File: src/rtl/pll_ctl_defines.svh
`ifndef PLL_CTL_DEFINES_SVH
`define PLL_CTL_DEFINES_SVH
// Contract
// RL1: Filter-mode bit clear means acquisition mode
// RL2: Otherwise the filter runs in tracking mode
// RL3: Auto mode: lock detector picks filter mode
// RL4: Auto mode: filter-mode bit read-only, detector driven
// RL5: Auto mode: lock indicator read-only, detector driven
// RL6: Lock toggle raises interrupt when enabled
// RL7: Manual mode: filter-mode bit written by software
// RL8: Software clears filter-mode before loop on
// RL9: Software waits acquisition time before tracking
// RL10: Software waits settle time before VCO select
// RL11: Manual mode: no lock indicator, no interrupts
// RL12: Upper nibble is feedback divisor N
// RL13: Lower nibble is VCO range factor L
// RL14: Multiplier zero behaves as one
// RL15: Range factor zero disables loop, forces crystal
// RL16: Source change holds output three plus three edges
// RL17: Switch output divided by two
// RL18: VCO select refused while loop off
// RL19: Loop off refused while VCO selected
// RL20: Loop and select changes need separate writes
// RL21: Select one routes VCO, zero routes crystal
// RL22: Control register read clears lock-change flag

// ---------------------------------------------------------------
// Register indices, byte address is four times the index
// ---------------------------------------------------------------
`define LOOP_CTRL_IDX 6'h1c
`define BANDWIDTH_IDX 6'h1d
`define MULT_PROG_IDX 6'h1e

// ---------------------------------------------------------------
// Field positions
// ---------------------------------------------------------------
`define CTRL_IE_BIT 7
`define CTRL_FLAG_BIT 6
`define CTRL_ON_BIT 5
`define CTRL_SRC_SEL_BIT 4
`define BW_AUTO_BIT 7
`define BW_LOCK_BIT 6
`define BW_ACQ_BIT 5

// ---------------------------------------------------------------
// Reset values and counts
// ---------------------------------------------------------------
`define CTRL_ON_RST 1'b1
`define CTRL_LOW_READ 4'hf
`define MULT_PROG_RST 8'h66
`define SWITCH_WAIT_EDGES 2'h3
`endif

File: src/rtl/pll_ctl_pkg.sv
package pll_ctl_pkg;
  typedef enum logic [1:0] {SW_RUN, SW_HOLD_OLD, SW_HOLD_NEW} sw_state_type;
  typedef logic [3:0] nibble_type;
endpackage

File: src/rtl/src_switch_if.sv
`timescale 1ns/100ps
interface src_switch_if;
  logic want_vco;
  logic on_vco;
  logic busy;
  modport ctl (output want_vco, input on_vco, input busy);
  modport sw (input want_vco, output on_vco, output busy);
endinterface

File: src/rtl/pll_clock_ctrl.sv
`timescale 1ns/100ps
`include "pll_ctl_defines.svh"
module pll_clock_ctrl
  import pll_ctl_pkg::*;
(
  // Clock and reset
  input wire logic REF_CLK,
  input wire logic RESET,
  // APB slave
  input wire logic PSEL,
  input wire logic PENABLE,
  input wire logic PWRITE,
  input wire logic [7:0] PADDR,
  input wire logic [31:0] PWDATA,
  output logic [31:0] PRDATA,
  output logic PREADY,
  output logic PSLVERR,
  // Sampled source clocks
  input wire logic CRYSTAL_CLOCK,
  input wire logic VCO_CLOCK,
  // Lock detector tolerance reports
  input wire logic IN_TRACK_TOL,
  input wire logic OUT_UNTRACK_TOL,
  input wire logic IN_LOCK_TOL,
  input wire logic OUT_UNLOCK_TOL,
  // Loop controls
  output logic LOOP_ENABLE,
  output logic FILTER_TRACKING,
  output logic [3:0] VCO_RANGE_FACTOR,
  output logic [3:0] FEEDBACK_DIVISOR,
  output logic FEEDBACK_PULSE,
  // Base clock
  output logic BASE_CLOCK_OUT,
  output logic BASE_SEL_VCO,
  // Lock change request
  output logic LOOP_IRQ
);

  // ---------------------------------------------------------------
  // Helpers
  // ---------------------------------------------------------------
  function automatic logic reg_hit(input logic [7:0] addr, input logic [5:0] idx);
    reg_hit = (addr == {idx, 2'b00});
  endfunction

  function automatic nibble_type n_decode(input nibble_type mul);
    n_decode = (mul == 4'h0) ? 4'h1 : mul;
  endfunction

  // ---------------------------------------------------------------
  // State
  // ---------------------------------------------------------------
  logic ie_r, ie_nxt, flag_r, flag_nxt, on_r, on_nxt, base_source_select_r, base_source_select_nxt;
  logic auto_r, auto_nxt, acq_r, acq_nxt, lock_r, lock_nxt;
  logic [7:0] mult_r, mult_nxt;
  logic [31:0] prdata_r, prdata_nxt;
  logic hit_ctrl, hit_bw, hit_mult, mapped;
  logic wr_en, rd_setup, wr_ctrl, wr_bw, wr_mult, rd_ctrl, toggle;
  logic l_nonzero;

  src_switch_if sw ();

  assign hit_ctrl = reg_hit(PADDR, `LOOP_CTRL_IDX);
  assign hit_bw = reg_hit(PADDR, `BANDWIDTH_IDX);
  assign hit_mult = reg_hit(PADDR, `MULT_PROG_IDX);
  assign mapped = hit_ctrl | hit_bw | hit_mult;
  assign wr_en = PSEL & PENABLE & PWRITE;
  assign rd_setup = PSEL & ~PENABLE & ~PWRITE;
  assign wr_ctrl = wr_en & hit_ctrl;
  assign wr_bw = wr_en & hit_bw;
  assign wr_mult = wr_en & hit_mult;
  assign rd_ctrl = rd_setup & hit_ctrl;
  assign l_nonzero = (mult_r[3:0] != 4'h0);

  // ---------------------------------------------------------------
  // APB handshake, no wait states; read data is latched in the setup cycle so it comes from a flop
  // ---------------------------------------------------------------
  assign PREADY = PSEL & PENABLE;
  assign PSLVERR = PSEL & PENABLE & ~mapped;
  assign PRDATA = prdata_r;

  always_comb begin
    prdata_nxt = prdata_r;
    if (rd_setup) begin
      prdata_nxt = 32'h0000_0000;
      if (hit_ctrl) begin
        prdata_nxt[`CTRL_IE_BIT] = ie_r & auto_r;
        prdata_nxt[`CTRL_FLAG_BIT] = flag_r & auto_r;
        prdata_nxt[`CTRL_ON_BIT] = on_r;
        prdata_nxt[`CTRL_SRC_SEL_BIT] = base_source_select_r;
        prdata_nxt[3:0] = `CTRL_LOW_READ;
      end else if (hit_bw) begin
        prdata_nxt[`BW_AUTO_BIT] = auto_r;
        prdata_nxt[`BW_LOCK_BIT] = lock_r & auto_r;
        prdata_nxt[`BW_ACQ_BIT] = acq_r;
      end else if (hit_mult) begin
        prdata_nxt[7:0] = mult_r;
      end
    end
  end

  always_ff @(posedge REF_CLK or posedge RESET) begin
    if (RESET) begin
      prdata_r <= 32'h0000_0000;
    end else begin
      prdata_r <= prdata_nxt;
    end
  end

  // ---------------------------------------------------------------
  // Control, bandwidth and multiplier registers
  // ---------------------------------------------------------------
  always_comb begin
    ie_nxt = ie_r;
    on_nxt = on_r;
    base_source_select_nxt = base_source_select_r;
    auto_nxt = auto_r;
    acq_nxt = acq_r;
    lock_nxt = lock_r;
    mult_nxt = mult_r;
    flag_nxt = flag_r;
    if (wr_mult) begin
      mult_nxt = PWDATA[7:0]; // RL12 RL13
    end
    if (wr_bw) begin
      auto_nxt = PWDATA[`BW_AUTO_BIT];
    end
    if (auto_r) begin
      // Detector reports win; software writes are ignored here
      if (IN_TRACK_TOL) begin
        acq_nxt = 1'b1; // RL3 RL4
      end else if (OUT_UNTRACK_TOL) begin
        acq_nxt = 1'b0; // RL4
      end
      if (IN_LOCK_TOL) begin
        lock_nxt = 1'b1; // RL5
      end else if (OUT_UNLOCK_TOL) begin
        lock_nxt = 1'b0; // RL5
      end
    end else begin
      lock_nxt = 1'b0; // RL11
      if (wr_bw) begin
        acq_nxt = PWDATA[`BW_ACQ_BIT]; // RL7
      end
    end
    if (wr_ctrl) begin
      if (auto_r) begin
        ie_nxt = PWDATA[`CTRL_IE_BIT];
      end
      // Old values gate both, so loop and select need two writes
      on_nxt = PWDATA[`CTRL_ON_BIT] | base_source_select_r; // RL19 RL20
      // A select also needs the loop to stay on through the same write
      base_source_select_nxt = PWDATA[`CTRL_SRC_SEL_BIT] & on_r & on_nxt; // RL18 RL20
    end
    if (mult_nxt[3:0] == 4'h0) begin
      base_source_select_nxt = 1'b0; // RL15
    end
    toggle = auto_r & (lock_nxt != lock_r);
    // A toggle in the clearing cycle keeps the flag set
    if (!auto_r) begin
      flag_nxt = 1'b0; // RL11
    end else if (toggle) begin
      flag_nxt = 1'b1; // RL22
    end else if (rd_ctrl) begin
      flag_nxt = 1'b0; // RL22
    end
  end

  always_ff @(posedge REF_CLK or posedge RESET) begin
    if (RESET) begin
      ie_r <= 1'b0;
      flag_r <= 1'b0;
      on_r <= `CTRL_ON_RST;
      base_source_select_r <= 1'b0;
      auto_r <= 1'b0;
      acq_r <= 1'b0;
      lock_r <= 1'b0;
      mult_r <= `MULT_PROG_RST;
    end else begin
      ie_r <= ie_nxt;
      flag_r <= flag_nxt;
      on_r <= on_nxt;
      base_source_select_r <= base_source_select_nxt;
      auto_r <= auto_nxt;
      acq_r <= acq_nxt;
      lock_r <= lock_nxt;
      mult_r <= mult_nxt;
    end
  end

  // ---------------------------------------------------------------
  // Outputs toward the analog loop
  // ---------------------------------------------------------------
  assign FILTER_TRACKING = acq_r; // RL1 RL2
  assign LOOP_ENABLE = on_r & l_nonzero; // RL15
  assign VCO_RANGE_FACTOR = mult_r[3:0]; // RL13
  assign FEEDBACK_DIVISOR = n_decode(mult_r[7:4]); // RL14
  assign LOOP_IRQ = auto_r & ie_r & flag_r; // RL6 RL11
  assign sw.want_vco = base_source_select_r & on_r & l_nonzero; // RL15 RL21
  assign BASE_SEL_VCO = sw.on_vco; // RL21

  fb_divider u_fb_divider (
    .clk(REF_CLK),
    .rst(RESET),
    .enable(LOOP_ENABLE),
    .vco_in(VCO_CLOCK),
    .divisor(FEEDBACK_DIVISOR),
    .fb_pulse(FEEDBACK_PULSE)
  );

  src_clock_switch u_src_clock_switch (
    .clk(REF_CLK),
    .rst(RESET),
    .xtal_in(CRYSTAL_CLOCK),
    .vco_in(VCO_CLOCK),
    .sel(sw.sw),
    .base_out(BASE_CLOCK_OUT)
  );
endmodule

File: src/rtl/src_clock_switch.sv
`timescale 1ns/100ps
`include "pll_ctl_defines.svh"
module src_clock_switch
  import pll_ctl_pkg::*;
(
  // Clock and reset
  input wire logic clk,
  input wire logic rst,
  // Sampled source clocks
  input wire logic xtal_in,
  input wire logic vco_in,
  // Selection handshake
  src_switch_if.sw sel,
  // Base clock
  output logic base_out
);
  logic xtal_d_r, vco_d_r, on_vco_r, on_vco_nxt, base_r, base_nxt;
  logic [1:0] cnt_r, cnt_nxt;
  sw_state_type state_r, state_nxt;
  logic x_rise, v_rise, old_rise, new_rise;

  assign x_rise = xtal_in & ~xtal_d_r;
  assign v_rise = vco_in & ~vco_d_r;
  assign old_rise = on_vco_r ? v_rise : x_rise;
  assign new_rise = on_vco_r ? x_rise : v_rise;

  // ---------------------------------------------------------------
  // Transition control
  // ---------------------------------------------------------------
  always_comb begin
    state_nxt = state_r;
    cnt_nxt = cnt_r;
    on_vco_nxt = on_vco_r;
    base_nxt = base_r;
    case (state_r)
      SW_RUN: begin
        if (sel.want_vco != on_vco_r) begin
          state_nxt = SW_HOLD_OLD; // RL16
          cnt_nxt = 2'h0;
        end else if (old_rise) begin
          base_nxt = ~base_r; // RL17
        end
      end
      // Output frozen until three edges of the old source, then three of the new, have been counted
      SW_HOLD_OLD: begin
        if (old_rise) begin
          if (cnt_r == `SWITCH_WAIT_EDGES - 2'h1) begin
            state_nxt = SW_HOLD_NEW; // RL16
            cnt_nxt = 2'h0;
          end else begin
            cnt_nxt = cnt_r + 2'h1;
          end
        end
      end
      SW_HOLD_NEW: begin
        if (new_rise) begin
          if (cnt_r == `SWITCH_WAIT_EDGES - 2'h1) begin
            state_nxt = SW_RUN;
            on_vco_nxt = ~on_vco_r; // RL21
            cnt_nxt = 2'h0;
          end else begin
            cnt_nxt = cnt_r + 2'h1;
          end
        end
      end
      default: state_nxt = SW_RUN;
    endcase
  end

  always_ff @(posedge clk or posedge rst) begin
    if (rst) begin
      xtal_d_r <= 1'b0;
      vco_d_r <= 1'b0;
      state_r <= SW_RUN;
      cnt_r <= 2'h0;
      on_vco_r <= 1'b0;
      base_r <= 1'b0;
    end else begin
      xtal_d_r <= xtal_in;
      vco_d_r <= vco_in;
      state_r <= state_nxt;
      cnt_r <= cnt_nxt;
      on_vco_r <= on_vco_nxt;
      base_r <= base_nxt;
    end
  end

  assign sel.on_vco = on_vco_r;
  assign sel.busy = (state_r != SW_RUN);
  assign base_out = base_r;
endmodule

File: src/rtl/fb_divider.sv
`timescale 1ns/100ps
module fb_divider
  import pll_ctl_pkg::*;
(
  // Clock and reset
  input wire logic clk,
  input wire logic rst,
  // Control
  input wire logic enable,
  input wire logic vco_in,
  input wire nibble_type divisor,
  // Feedback
  output logic fb_pulse
);
  logic vco_d_r;
  logic fb_r, fb_nxt;
  nibble_type cnt_r, cnt_nxt;

  // ---------------------------------------------------------------
  // Modulo counter on VCO edges
  // ---------------------------------------------------------------
  always_comb begin
    cnt_nxt = cnt_r;
    fb_nxt = 1'b0;
    if (!enable) begin
      cnt_nxt = 4'h0;
    end else if (vco_in && !vco_d_r) begin
      if (cnt_r >= divisor - 4'h1) begin
        cnt_nxt = 4'h0; // RL12
        fb_nxt = 1'b1;
      end else begin
        cnt_nxt = cnt_r + 4'h1;
      end
    end
  end

  always_ff @(posedge clk or posedge rst) begin
    if (rst) begin
      vco_d_r <= 1'b0;
      cnt_r <= 4'h0;
      fb_r <= 1'b0;
    end else begin
      vco_d_r <= vco_in;
      cnt_r <= cnt_nxt;
      fb_r <= fb_nxt;
    end
  end

  assign fb_pulse = fb_r;
endmodule

File: config.mk
export PLATFORM = sky130hd
export DESIGN_NAME = pll_clock_ctrl
export DESIGN_NICKNAME = d
export VERILOG_FILES = /design/src/rtl/pll_ctl_pkg.sv /design/src/rtl/src_switch_if.sv /design/src/rtl/pll_clock_ctrl.sv /design/src/rtl/src_clock_switch.sv /design/src/rtl/fb_divider.sv
export VERILOG_INCLUDE_DIRS = /design/src /design/src/rtl
export SDC_FILE = /design/constraint.sdc
export NUM_CORES = 1
export LEC_CHECK = 0
export ABC_AREA = 1
export BUFFER_PORTS_ARGS = -buffer_cell sky130_fd_sc_hd__buf_2
export CORE_MARGIN = 8
export CORE_UTILIZATION = 44
export DETAILED_ROUTE_END_ITERATION = 6
export GPL_TIMING_DRIVEN = 0
export PLACE_DENSITY = 0.77
export SLEW_MARGIN = 20
export SYNTH_ARGS = -nofsm -noshare
export SYNTH_HDL_FRONTEND = slang
export SYNTH_HIERARCHICAL = 1
export SYNTH_SLANG_ARGS = --single-unit
File: constraint.sdc
create_clock -name REF_CLK -period 1.81 [get_ports REF_CLK]
set_clock_uncertainty 0.1 [all_clocks]
set_input_delay 0.181 -clock REF_CLK [delete_from_list [all_inputs] [get_ports REF_CLK]]
set_output_delay 0.181 -clock REF_CLK [all_outputs]
set_load 0.05 [all_outputs]
Word level (Yosys, flattened, before mapping)
Cells that the tools add are included.

Memories: 0. Memory bits (writable): 0. Output and inout bits: 48. Register bits after elaboration: 36. Bits in read-only memories: 0. Bits in latches: 0.

Shift operators: 0. Equal/unequal tests: 16. $add $sub $neg: 3. Multiplexer cells: 37. Reduce and logical (&&, ||, !) cells: 15. Order comparisons: 1. Div/mod/pow operators: 0. Bitwise gates (word level): 32. Multiply operators: 0.

Operators by type and width (count): $eq 8x7->1 const B (3); $and 1x1->1 (21); $mux 4 (5); $mux 2 (9); $mux 1 (17); $mux 8 (2); $pmux 2 s3 (2); $ne 2x1->1 const B (5); $logic_not 4->1 (2); $not 1->1 (8); $reduce_and 3->1 (2); $mux 5 (1); $reduce_and 5->1 (1); $add 4x1->4 const B (1); $eq 2x2->1 const B (2); $ge 4x4->1 (1); $reduce_and 2->1 (2); $reduce_and 4->1 (1); $reduce_bool 2->1 (2); $reduce_bool 4->1 (1); $sub 4x1->4 const B (1); $mux 3 (1); $ne 3x1->1 const B (1); $ne 3x3->1 const B (1); other kinds (9) (12).

Depth between registers and ports, before layout
Word-level depth: 7. Mapped depth: 12. Gate-level depth less buffers: 12.

By module
Netlist, hierarchy kept.

Modules (own cells, without submodules): pll_clock_ctrl (times used 1, sequential area each 581.8 sq um, cells an instance 202, area an instance 1535.2 sq um); src_clock_switch (times used 1, sequential area each 200.2 sq um, cells an instance 61, area an instance 491.7 sq um); fb_divider (times used 1, sequential area each 150.1 sq um, cells an instance 53, area an instance 451.7 sq um).

Worst setup path after synthesis
No wires, ideal clock.

Path kind: register -> register. Start point: register mult_r[5]. End point: register u_fb_divider.cnt_r[0]. Clock period less this slack: 3.128 ns. Arrival time: 2.951 ns. Buffers on the path: 0. Setup slack: -1.318 ns. Cell stages (with the launch flop): 11. Required time: 1.634 ns. Path through: dfstp_2 > o31ai_1 > inv_1 > ha_1 > xnor2_1 > ha_1 > nand2_2 > inv_2 > nand2_2 > nand4_2 > o21ai_1.

Longest elaborated chain between the ends: 7.

RTL lines: start, declared (RTL line pll_clock_ctrl.sv:55) `logic [7:0] mult_r, mult_nxt;`; start signal, assigned (RTL line pll_clock_ctrl.sv:178) `` mult_r <= `MULT_PROG_RST; ``; start signal, assigned (RTL line pll_clock_ctrl.sv:187) `mult_r <= mult_nxt;`; $logic_not 4->1 (RTL line pll_clock_ctrl.sv:47) `n_decode = (mul == 4'h0) ? 4'h1 : mul;`; $mux 4 (RTL line pll_clock_ctrl.sv:47); via FEEDBACK_DIVISOR[0] (RTL line pll_clock_ctrl.sv:30) `output logic [3:0] FEEDBACK_DIVISOR,`; $sub 4x1->4 (RTL line fb_divider.sv:28) `if (cnt_r >= divisor - 4'h1) begin`; $ge 4x4->1 (RTL line fb_divider.sv:28); $mux 4 (RTL line fb_divider.sv:28); $mux 4 (RTL line fb_divider.sv:27) `end else if (vco_in && !vco_d_r) begin`; $mux 4 (RTL line fb_divider.sv:25) `if (!enable) begin`; end signal, assigned (RTL line fb_divider.sv:44) `cnt_r <= cnt_nxt;`; end, declared (RTL line fb_divider.sv:17) `nibble_type cnt_r, cnt_nxt;`.

The timed path passes the listed nets, and every way through them passes these cells. The select of a mux whose other input is x is not followed. A chain may end at the register's enable or synchronous reset.

Final worst setup path
Start point: register mult_r[5]. End point: register u_fb_divider.cnt_r[2].

Longest elaborated chain between the ends: 7.

RTL lines (RTL line): $logic_not 4->1 (pll_clock_ctrl.sv:47); $mux 4 * (pll_clock_ctrl.sv:47); $sub 4x1->4 * (fb_divider.sv:28); $ge 4x4->1 * (fb_divider.sv:28); $mux 4 * (fb_divider.sv:28); $mux 4 * (fb_divider.sv:27); $mux 4 * (fb_divider.sv:25).

Every way passes the cells marked *; elsewhere a longest branch is shown, timed or not. The select of a mux whose other input is x is not followed.

==> impl_results.md <==
* Result of the run: finished, violations left
* Violations in the final reports: setup timing
* Layout overhead on the synthesized area at 27.5%
* Total gr overflow at 0
* Cell area after synthesis at 2480 sq um
* First-pass GRT wire length at 9380 um
* Cells on worst reg2reg path at 10
* Via count of the first global-routing pass at 2,166
* Combinational share of power at 34.9%
* Die width at 91.1 um
* Smallest setup slack after layout at -0.175 ns
* Number of primary I/O pins at 99
* Startpoint of the most critical hold path: PWDATA[7]
* Pwr dens at 796 nW/um^2
* Type of the worst setup path: register to register
* Vertical die dimension at 91.1 um
* Power Internal at 1.54 mW
* TritonCTS clock tree: done
* Switching fraction of total power at 38.8%
* WL met3 at 385 um
* Die area at 8290 sq um
* Clock insertion delay at the later pin of the skew report at 0.29 ns
* Total number of clock tree sinks at 37
* Wire length after detailed routing at 5600 um
* Origin of the critical flop-to-flop path: mult_r[5]$_DFFE_PP1N_
* Yosys warnings at 6
* Ordered list of cells on the worst path: o31ai_4 -> inv_2 -> ha_4 -> xnor2_1 -> ha_1 -> nand2_2 -> inv_2 -> nand2_2 -> nand4_1 -> a21oi_1
* Maximum number of pins on one net before global-route repair at 24
* Transition at the pin with the smallest max-transition slack at 0.851 ns
* Fraction of the yosys area taken by sequential cells at 37.6%
* Leakage power at 1.79 nW
* Crit-path max FO at 3
* Post-Syn Area per Cell at 7.84 sq um
* Area of the core region at 5470 sq um
* Number of inserted diodes at 0
* Fill cell total of the finished layout at 529
* Arrival time of the worst setup path at 2.10 ns
* Share of final-layout standard cells stronger than drive strength 1 at 35.1%
* Final period utilization at 110%
* Count of final setup violators at 5
* Post-Syn Instances at 316
* Number of DRC violations after detailed routing at 0
* HPWL Detailed at 4500 um
* Cell chosen for the clock root: sky130_fd_sc_hd__clkbuf_8
* Final critical delay including setup and external delays at 1.99 ns
* Met2 routed WL at 2860 um
* Total GRT Usage at 13.5%
* Synth unique cells at 34
* Detailed Routing Iterations Pass 1 at 4
* Critical register-to-register path endpoint: u_fb_divider/cnt_r[2]$_DFFE_PP0P_
* Worst EP required at 1.92 ns
* Sum of routed wire segments on met1 at 2290 um
* Net switching power at 0.976 mW
* Worst hold path depth at 2
* Number of nets in the layout at 464
* CP Capture Type: register
* Path class of the lowest-slack min-delay path: input port to register
* Total via count after detailed routing at 2,150
* Fraction of power consumed by the clock network at 25.8%
* Initial cell density of the core at 45.3%
* Maximum frequency from static timing analysis at 0.504 GHz
* Sequential power share at 39.3%
* Placed Cells at 461
* Kind of launch point of the worst setup path: register
* Maximum ir drop on the vdd rail at 0.000522 V
* CTS H-Tree Depth at 2
* Total Negative Setup Slacks at -0.835 ns
* Yosys reg bits at 37
* Max_cap viols at 0
* Worst path slowest cell: sky130_fd_sc_hd__dfstp_2
* Clock-pin slew on the worst setup and hold paths at 0.08 ns
* Setup repair after global routing missed its margin: true
* Final Max Tran Viols at 0
* Final core utilization at 57.7%
* Detail-routed via count per cell at 4.52
* Largest buffer count on any clock path at 2
* Antenna-violating nets left at 0
* Clock buffer count from CTS at 5
* Site row count at 27
* DRC marker count from the first detailed-route iteration at 55
* Max-slew headroom at the worst pin at 43.2%
* Setup slack of the most critical reg-to-reg path at -0.18 ns
* Crit path largest cell delay at 0.40 ns
* Final cell count without fillers at 476
* Average detailed-routed wire length per instance at 11.8 um
* Highest Signal Layer: met4
* Hold Vio Cnt, Final at 0
* End point of the most critical hold path: auto_r$_DFFE_PP0P_
* Routability congestion estimate at 0.832
* Initial antenna violation count at 0
* Count of input and output buffers at 50
[through the flow]
stage               setup slack (ns)  hold slack, ns  total power [mW]  area, sq um
finish                        -0.175          0.0217              2.51         3160
global route                  -0.269          0.0106              2.67         3160
CTS                           -0.138          0.0147              2.53         3100
detailed placement            -0.137          0.0354              1.86         2930
global placement              -0.111          0.0312              1.83         2930
floorplan                     -0.476          -0.128              1.69         2590
[cell families (layout without fill, tap and decap cells)]
kind of cell | Yosys count | in the layout | synth area share [%]
AND/OR/NAND/NOR | 144 | 144 | 30.4
AO/OA/AOI/OAI | 31 | 31 | 7.47
adder cells (fa/ha/maj) | 10 | 10 | 5.05
other | 1 | 24 | 0.151
XOR/XNOR | 4 | 4 | 1.41
buffers and inverters | 89 | 154 | 17.9
flip-flops | 37 | 37 | 37.6
[worst max path at each step]
stage / start / endpoint / slack [ns]
2_1_floorplan: mult_r[5]$_DFFE_PP1N_ / u_fb_divider/cnt_r[0]$_DFFE_PP0P_ / -0.48
3_3_place_gp: mult_r[5]$_DFFE_PP1N_ / u_fb_divider/fb_pulse$_DFF_PP0_ / -0.11
3_5_place_dp: mult_r[5]$_DFFE_PP1N_ / u_fb_divider/cnt_r[3]$_DFFE_PP0P_ / -0.14
4_1_cts: mult_r[5]$_DFFE_PP1N_ / u_fb_divider/cnt_r[0]$_DFFE_PP0P_ / -0.14
5_1_grt: mult_r[5]$_DFFE_PP1N_ / u_fb_divider/fb_pulse$_DFF_PP0_ / -0.27
6_report: mult_r[5]$_DFFE_PP1N_ / u_fb_divider/cnt_r[2]$_DFFE_PP0P_ / -0.18
[Yosys cell counts, drive strengths merged]
cell     n  area (sq um)
nand2   90           365
inv     58           223
dfrtp   32           801
buf     28           210
nand3   20           133
nor2    16           139
o21ai   16          80.1
nand4   11          75.1
ha      10           125
a21oi    7          46.3
dfstp    5           131
o211ai   5          37.5
clkbuf   3          11.3
nor3     3          15.0
nor4     2          12.5
xnor2    2          17.5
xor2     2          17.5
conb     1          3.75
nor3b    1          7.51
o21a     1          7.51
o22ai    1          6.26
o31ai    1          7.51
or2      1          6.26
[power by group through the flow]
stage               logic, mW  clock network [mW]  registers [mW]
finish                  0.878               0.650           0.987
global route            0.974               0.693           0.999
CTS                     0.875               0.666           0.985
detailed placement      0.864                   0            1.00
global placement        0.839                   0           0.991
floorplan               0.622                   0            1.07
[timing repair]
action                                  CTS  global route
setup buffers                             3             0
hold endpoints to repair                 18             0
endpoints found under the setup margin    8             8
resized for setup                         1            11
hold buffers                              4             0
pin swaps                                 0             3
[state kept, by name, summed over array words and instances, names as in the netlist, 2 cells and up]
name / count
u_src_clock_switch/state_r: 2
u_src_clock_switch/cnt_r: 2
u_fb_divider/cnt_r: 4
PRDATA: 8
mult_r: 8
[per-layer routing]
layer	track usage, %	vias to the layer above
li1	-	1116
met1	14.2	964
met2	24.2	62
met3	5.27	8
met4	4.09	0
met5	0	-
[final cells by class]
class / instances / area, sq um / area share [%]
buffer: 31 / 223 / 7.05
tap: 72 / 90.1 / 2.85
clock buffer: 7 / 96.3 / 3.05
clock inverter: 1 / 8.76 / 0.277
inverter: 58 / 223 / 7.05
sequential: 37 / 933 / 29.5
timing repair buffer: 57 / 315 / 9.98
multi-input combinational: 213 / 1270 / 40.2
[placed cells by master (no fill, tap or decap), types with 10 or more instances in the layout]
| master | netlist | routed |
|---|---|---|
| sky130_fd_sc_hd__nand3_1 | 15 | 15 |
| sky130_fd_sc_hd__nand2_1 | 79 | 79 |
| sky130_fd_sc_hd__buf_4 | 28 | 31 |
| sky130_fd_sc_hd__nand2_2 | 11 | 10 |
| sky130_fd_sc_hd__inv_1 | 50 | 49 |
| sky130_fd_sc_hd__conb_1 | 1 | 24 |
| sky130_fd_sc_hd__dfrtp_1 | 32 | 31 |
| sky130_fd_sc_hd__nand4_1 | 10 | 10 |
| sky130_fd_sc_hd__buf_2 | 0 | 49 |
[critical path: cells and delay by family (launching register included)]
family,cells,cell delay [ns]
fa+ha+maj,2,0.45
compound gates,2,0.45
flops,1,0.40
simple gates,3,0.25
buf+inv,2,0.15
xor+xnor,1,0.11
Power figures use the tool's default switching activity.
